[src/design/io_space_pkg.sv]
// Purpose: Shared constants and carriers for the peripheral I/O register bank
// Assumes: Byte-wide register space seen from the processor core
// Notes: Addresses are I/O addresses unless named as data-space addresses
package io_space_pkg;

  // Address windows
  localparam logic [7:0] IO_LIMIT = 8'h3F;       // Last address of the port operations
  localparam logic [7:0] BIT_LIMIT = 8'h1F;      // Last bit-addressable register
  localparam logic [7:0] DATA_IO_OFFSET = 8'h20; // Data address of I/O address zero
  localparam logic [7:0] EXT_FIRST = 8'h60;      // First data address of the extended region

  // Register locations
  localparam int STORE_COUNT = 3;
  localparam logic [5:0] STORE_ADDR [STORE_COUNT] = '{6'h1E, 6'h2A, 6'h2B};
  localparam logic [5:0] FLAGS_ADDR = 6'h1C;     // Write-one-to-clear status flags

  // Values after reset
  localparam logic [7:0] STORE_RESET = 8'h00;
  localparam logic [7:0] FLAGS_RESET = 8'h00;
  localparam logic [7:0] READ_ZERO = 8'h00;

  // Operations issued by the core
  typedef enum logic [2:0] {
    op_none,
    io_read_op,
    io_write_op,
    data_space_load_ops,
    data_space_store_ops,
    set_single_bit_op,
    clear_single_bit_op,
    skip_if_bit_set_op
  } op_t;

  typedef struct packed {
    op_t op;
    logic [7:0] addr;
    logic [2:0] bit_sel;
    logic [7:0] wdata;
  } access_t;

  typedef struct packed {
    logic valid;
    logic refused;
    logic [7:0] rdata;
    logic bit_value;
  } answer_t;

endpackage

[src/design/io_space_register_bank.sv]
// Purpose: Decode and access logic for the peripheral I/O register space
// Assumes: Core accesses arrive on the core clock; flag set pulses come from
//   peripheral logic on the same clock
// Notes: Answer is registered one cycle after the access is taken
// Summary of operation
// - Loads and stores reach every I/O location
// - Addresses 0x00-0x1F take bit set, clear, test
// - Port operations use addresses 0x00-0x3F only
// - Data address equals I/O address plus 0x20
// - Extended 0x60-0xFF only through loads and stores
// - Writing one clears status flags; zero keeps
// - Bit operations touch only the addressed bit
// - Three zero-reset storage registers at 0x1E/0x2A/0x2B
`timescale 1ns/100ps
module io_space_register_bank #(
  parameter int FLAG_WIDTH = 8
) (
  input wire logic i_clock,
  input wire logic i_rst_n,
  input wire logic i_enable,
  input wire io_space_pkg::access_t i_access,
  input wire logic [FLAG_WIDTH-1:0] i_flag_set,
  output io_space_pkg::answer_t o_answer
);
  import io_space_pkg::*;

  if (FLAG_WIDTH < 1 || FLAG_WIDTH > 8) begin : g_width_check
    $error("FLAG_WIDTH must lie between 1 and 8");
  end

  logic rst_meta;
  logic rst_sync;
  logic [7:0] storage [STORE_COUNT];
  logic [FLAG_WIDTH-1:0] flags;
  logic legal;
  logic io_hit;
  logic [5:0] io_idx;
  logic full_write;
  logic [7:0] cur_value;
  logic [7:0] bit_mask;
  logic [FLAG_WIDTH-1:0] flag_clear;
  logic [FLAG_WIDTH-1:0] next_flags;

  // Register value at one I/O index; unmapped indices read zero
  function automatic logic [7:0] reg_value(input logic [5:0] idx,
                                           input logic [7:0] s0,
                                           input logic [7:0] s1,
                                           input logic [7:0] s2,
                                           input logic [FLAG_WIDTH-1:0] fl);
    logic [7:0] v;
    v = READ_ZERO;
    if (idx == STORE_ADDR[0]) v = s0;
    if (idx == STORE_ADDR[1]) v = s1;
    if (idx == STORE_ADDR[2]) v = s2;
    if (idx == FLAGS_ADDR) v = 8'(fl);
    return v;
  endfunction

  // Reset release through two flops
  always_ff @(posedge i_clock or negedge i_rst_n) begin
    if (!i_rst_n) begin
      rst_meta <= 1'b0;
      rst_sync <= 1'b0;
    end else begin
      rst_meta <= 1'b1;
      rst_sync <= rst_meta;
    end
  end

  // Address decode per operation kind
  always_comb begin
    legal = 1'b0;
    io_hit = 1'b0;
    io_idx = i_access.addr[5:0];
    case (i_access.op)
      io_read_op, io_write_op: begin
        legal = (i_access.addr <= IO_LIMIT);
        io_hit = legal;
      end
      data_space_load_ops, data_space_store_ops: begin
        legal = (i_access.addr >= DATA_IO_OFFSET);
        io_hit = legal && (i_access.addr < EXT_FIRST);
        io_idx = 6'(i_access.addr - DATA_IO_OFFSET);
      end
      set_single_bit_op, clear_single_bit_op, skip_if_bit_set_op: begin
        legal = (i_access.addr <= BIT_LIMIT);
        io_hit = legal;
      end
      default: begin
        legal = 1'b0;
        io_hit = 1'b0;
      end
    endcase
  end

  // Write qualifiers and current value of the addressed register
  assign full_write = io_hit && (i_access.op == io_write_op ||
                                 i_access.op == data_space_store_ops);
  assign cur_value = reg_value(io_idx, storage[0], storage[1], storage[2], flags);
  assign bit_mask = 8'h01 << i_access.bit_sel;

  // Flags cleared by writing ones; single-bit set clears only its own bit
  always_comb begin
    flag_clear = '0;
    if (io_idx == FLAGS_ADDR && full_write) begin
      flag_clear = i_access.wdata[FLAG_WIDTH-1:0];
    end else if (io_idx == FLAGS_ADDR && io_hit && i_access.op == set_single_bit_op) begin
      flag_clear = bit_mask[FLAG_WIDTH-1:0];
    end
    next_flags = (flags & ~flag_clear) | i_flag_set; // Set wins over clear
  end

  // Status flag register
  always_ff @(posedge i_clock or negedge rst_sync) begin
    if (!rst_sync) begin
      flags <= FLAGS_RESET[FLAG_WIDTH-1:0];
    end else if (i_enable) begin
      flags <= next_flags;
    end
  end

  // General purpose storage registers
  for (genvar g = 0; g < STORE_COUNT; g++) begin : g_store
    always_ff @(posedge i_clock or negedge rst_sync) begin
      if (!rst_sync) begin
        storage[g] <= STORE_RESET;
      end else if (i_enable && io_hit && io_idx == STORE_ADDR[g]) begin
        if (full_write) begin
          storage[g] <= i_access.wdata;
        end else if (i_access.op == set_single_bit_op) begin
          storage[g] <= storage[g] | bit_mask;
        end else if (i_access.op == clear_single_bit_op) begin
          storage[g] <= storage[g] & ~bit_mask;
        end
      end
    end
  end

  // Registered answer to the core
  always_ff @(posedge i_clock or negedge rst_sync) begin
    if (!rst_sync) begin
      o_answer <= '0;
    end else if (i_enable) begin
      o_answer.valid <= (i_access.op != op_none);
      o_answer.refused <= (i_access.op != op_none) && !legal;
      o_answer.rdata <= READ_ZERO;
      o_answer.bit_value <= 1'b0;
      if (i_access.op == io_read_op || i_access.op == data_space_load_ops) begin
        o_answer.rdata <= io_hit ? cur_value : READ_ZERO;
      end
      if (i_access.op == skip_if_bit_set_op && io_hit) begin
        o_answer.bit_value <= cur_value[i_access.bit_sel];
      end
    end
  end
endmodule

[config.mk]
export PLATFORM = sky130hd
export DESIGN_NAME = io_space_register_bank
export DESIGN_NICKNAME = d
export VERILOG_FILES = /design/src/design/io_space_pkg.sv /design/src/design/io_space_register_bank.sv
export SDC_FILE = /design/constraint.sdc
export NUM_CORES = 1
export LEC_CHECK = 0
export BUFFER_PORTS_ARGS = -buffer_cell sky130_fd_sc_hd__buf_2
export CORE_MARGIN = 4
export CORE_UTILIZATION = 30
export DETAILED_ROUTE_END_ITERATION = 16
export GPL_TIMING_DRIVEN = 0
export PLACE_DENSITY = 0.47
export SLEW_MARGIN = 20
export SYNTH_ARGS = -nofsm -noshare
export SYNTH_HDL_FRONTEND = slang
export SYNTH_SLANG_ARGS = --single-unit
export TNS_END_PERCENT = 30
[constraint.sdc]
create_clock -name i_clock -period 1.6 [get_ports i_clock]
set_input_delay 0.32 -clock i_clock [delete_from_list [all_inputs] [get_ports i_clock]]
set_output_delay 0.32 -clock i_clock [all_outputs]
set_load 0.1 [all_outputs]
==> impl_results.md <==
- Crit path from: i_access[20]
- Levels on crit path: 8
- Area Growth Syn to Fin: 38.1%
- CTS Buf Count: 5
- Grt ovf: 0
- Worst EP arrival: 2.08 ns
- Max-slew violations: 0
- CP Class: input pin to flop
- Syn Inst Count: roughly 300
- Final setup violation count: 33
- Initial antenna violation count: 0
- Vias in the first global route: 2525
- Wire length per cell: approximately 18 µm
- Detailed Route Iter0 Violations: 170
- CP max-delay cell: or3b_4
- Syn Area/Cell: approximately 9.2 µm²
- YS warnings: 0
- CTS Buffer Depth: 2
- Rows: 34
- Fraction of layout cells with a size suffix above 1: 0.399
- Nets@finish: 398
- Switching power: 0.000729 W
- Crit share post-route: 1.17
- Drt drc: 0
- Crit. End Element: flop
- Via count: 2552
- Reg2reg start: flags[3]
- TritonCTS clock tree: done
- Cell Count, Final, Fillers Out: roughly 470
- Worst Path Buf+Inv: 1
- Hold Path Depth: 3
- Combinational power share: 0.182
- Status: finished, violations left
- Gpl congestion: 0.832
- Max_slew headroom: 0.538
- Number of vias per cell: about 5.4
- Placeable Area: 8720 µm²
- Post-route ant nets: 0
- Reg2Reg Depth: 5
- Starting Density: 0.308
- Final Hold Fails: 0
- Number of flops mapped to enable cells by yosys: 0
- Worst Max-Slew Pin Slew: 0.692 ns
- Detailed Route WL: roughly 8600 µm
- Largest net degree at the start of global routing: 25
- Clk pwr share: 0.366
- Async set-or-reset flop fraction in the synthesized netlist: 1.00
- PD cells: 693 nW/µm²
- Min cycle time layout: 1.88 ns
- Placed Cells: about 440
- Crit-path cells: buf_12 -> or3b_4 -> nand2_4 -> xor2_4 -> mux2i_2 -> nor2b_1 -> a221o_1 -> o21ai_2
- Critical path data required time: 1.80 ns
- Drt first pass iters: 4
- N_diodes: 0
- Register clock-pin slew on the reported worst setup and hold paths: 0.10 ns
- Number of port buffers: just over 40
- Synthesized area: 2680 µm²
- Synth cell types: 54
- Post-Syn Nets: about 330
- Setup crit start kind: input pin
- Setup Skew: slightly below 0.007 ns
- Register area share after synthesis: 0.420
- Synth top area cells: dfrtp_1 42%, o21ai_0 5.8%, mux2i_1 5.2%
- Top_reg_cell synth: dfrtp_1
- Switching part of the total: 0.284
- Root Driver: clkbuf_8
- Internal: 0.00184 W
- Fillers: 870
- Die area: 10500 µm²
- Worst-Skew Late Latency: 0.30 ns
- Max-cap violations: 0
- Fin worst setup slack: -0.276 ns
- Setup tns final: -2.78 ns
- Lkg Pwr: 1.46 nW
- Seq cells post-synth: 45
- Critical Path Fanout Max: 8
- Failing checks: negative setup slack
- Clock sink count: 45
- Worst VDD drop: 0.330 mV
- Die Y: 103 µm
- Cell family with most CP delay: simple AND/OR/NAND/NOR gates
- Hold wc startpoint: i_flag_set[7]
- CP max stage delay: between 0.4 and 0.5 ns
- All-layer global routing usage: 0.170
- Global-route wire length before repair: 13700 µm
- H-tree depth: 2
- RSZ-0062 raised after global routing: true
- DP HPWL: 6170 µm
- Fmax: roughly 530 MHz
- Sequential power share: 0.452
- Die Wd: 103 µm
- Biggest area consumer among synthesized cells: dfrtp_1
- Min-delay worst type: input pin to flop
- Io pins: 44
- Yosys top cell area share: 0.420
## final timing paths
check,slack (ns),end
max,-0.28,o_answer[0]
min,0.20,flags[7]
max reg2reg,0.14,o_answer[0]
min reg2reg,0.24,async pin
max in group asynchronous,0.86,async pin
min in group asynchronous,0.24,async pin
## per-layer routing
layer  wire (µm)  vias to the layer above  GRT usage  share of wire
li1            -                     1223          -              -
met1        3950                     1245      0.241           0.46
met2        4050                       73      0.274           0.47
met3         469                       11     0.0277          0.055
met4         129                        0     0.0323          0.015
met5           0                        -          0              0
## cell usage after synthesis (2+ instances only)
library cell	n
o21ai_0	31
mux4_2	2
nand3_1	4
a31oi_1	9
nand2_1	35
nor2b_1	6
buf_2	4
o21bai_1	5
o22ai_1	9
o31ai_1	5
dfrtp_1	45
a21oi_1	15
nor3_1	8
mux2_2	6
nor2_1	16
a32oi_1	3
nand2b_1	3
clkbuf_1	12
inv_1	11
nand4b_1	3
a22oi_1	10
mux2i_1	14
nand3b_1	4
xnor2_1	2
## worst register-to-register path, stage by stage, from the launching register on
cell and delay [ns]:
dfrtp_1 0.43, mux4_2 0.47, nand4b_1 0.11, o211a_1 0.17, o21ba_2 0.14, o21ai_2 0.04
## cell type report
cell class / instances / area [µm²] / share of cell area
Buffer: 18 / 155 / 0.0419
Clock buffer: 6 / 82.6 / 0.0223
Clock inverter: 2 / 37.5 / 0.0101
Inverter: 11 / 41.3 / 0.0111
Multi-Input combinational cell: 218 / 1680 / 0.453
Sequential cell: 45 / 1130 / 0.304
Tap cell: 108 / 135 / 0.0365
Timing Repair Buffer: 66 / 449 / 0.121
## what timing repair did
| item | 4_1_cts | 5_1_grt |
|---|---|---|
| gates cloned | 2 | 0 |
| resized for setup | 70 | 46 |
| endpoints found under the setup margin | 41 | 41 |
| pin swaps | 26 | 12 |
| hold buffers | 1 | 0 |
| hold endpoints to repair | 2 | 0 |
| setup buffers | 13 | 8 |
## stage by stage
stage               setup WS, ns  utilization  cell area, µm²  hold WS [ns]  total power, W
floorplan                 -0.347            -            2680        0.0244         0.00142
global placement          -0.818        0.347            3020         0.105         0.00155
detailed placement        -0.816        0.349            3050         0.107         0.00155
CTS                       -0.247        0.401            3500         0.204         0.00254
global route              -0.366        0.425            3710         0.206         0.00270
finish                    -0.276        0.425            3710         0.200         0.00257
## placed cells by master, fill, tap and decap left out, types with 8 or more instances in the layout
master	count
clkbuf_8	9
o21ai_2	8
o22ai_1	9
buf_2	41
dfrtp_1	44
inv_1	11
buf_4	18
nand2_1	33
nor2_1	15
mux2i_1	13
buf_6	8
o21ai_1	22
a21oi_1	12
## power groups by stage
| stage | Sequential, W | Combinational, W | Clock, W |
|---|---|---|---|
| final | 0.00116 | 0.000468 | 0.000941 |
| after global routing | 0.00116 | 0.000506 | 0.00103 |
| after CTS | 0.00116 | 0.000425 | 0.000956 |
| after detailed placement | 0.00118 | 0.000370 | 0 |
| after global placement | 0.00120 | 0.000351 | 0 |
| after floorplan | 0.00123 | 0.000196 | 0 |
## cell families (layout without fill, tap and decap cells)
family	after synthesis	after routing	share of synthesized area
AOI/OAI and AO/OA	99	99	0.237
xor gates and xnor gates	4	4	0.0200
buffers and inverters	29	103	0.0494
DFF	45	45	0.420
muxes	22	22	0.0942
other	1	1	0.00140
and+or+nand+nor	92	92	0.178
Power figures use the tool's default switching activity.
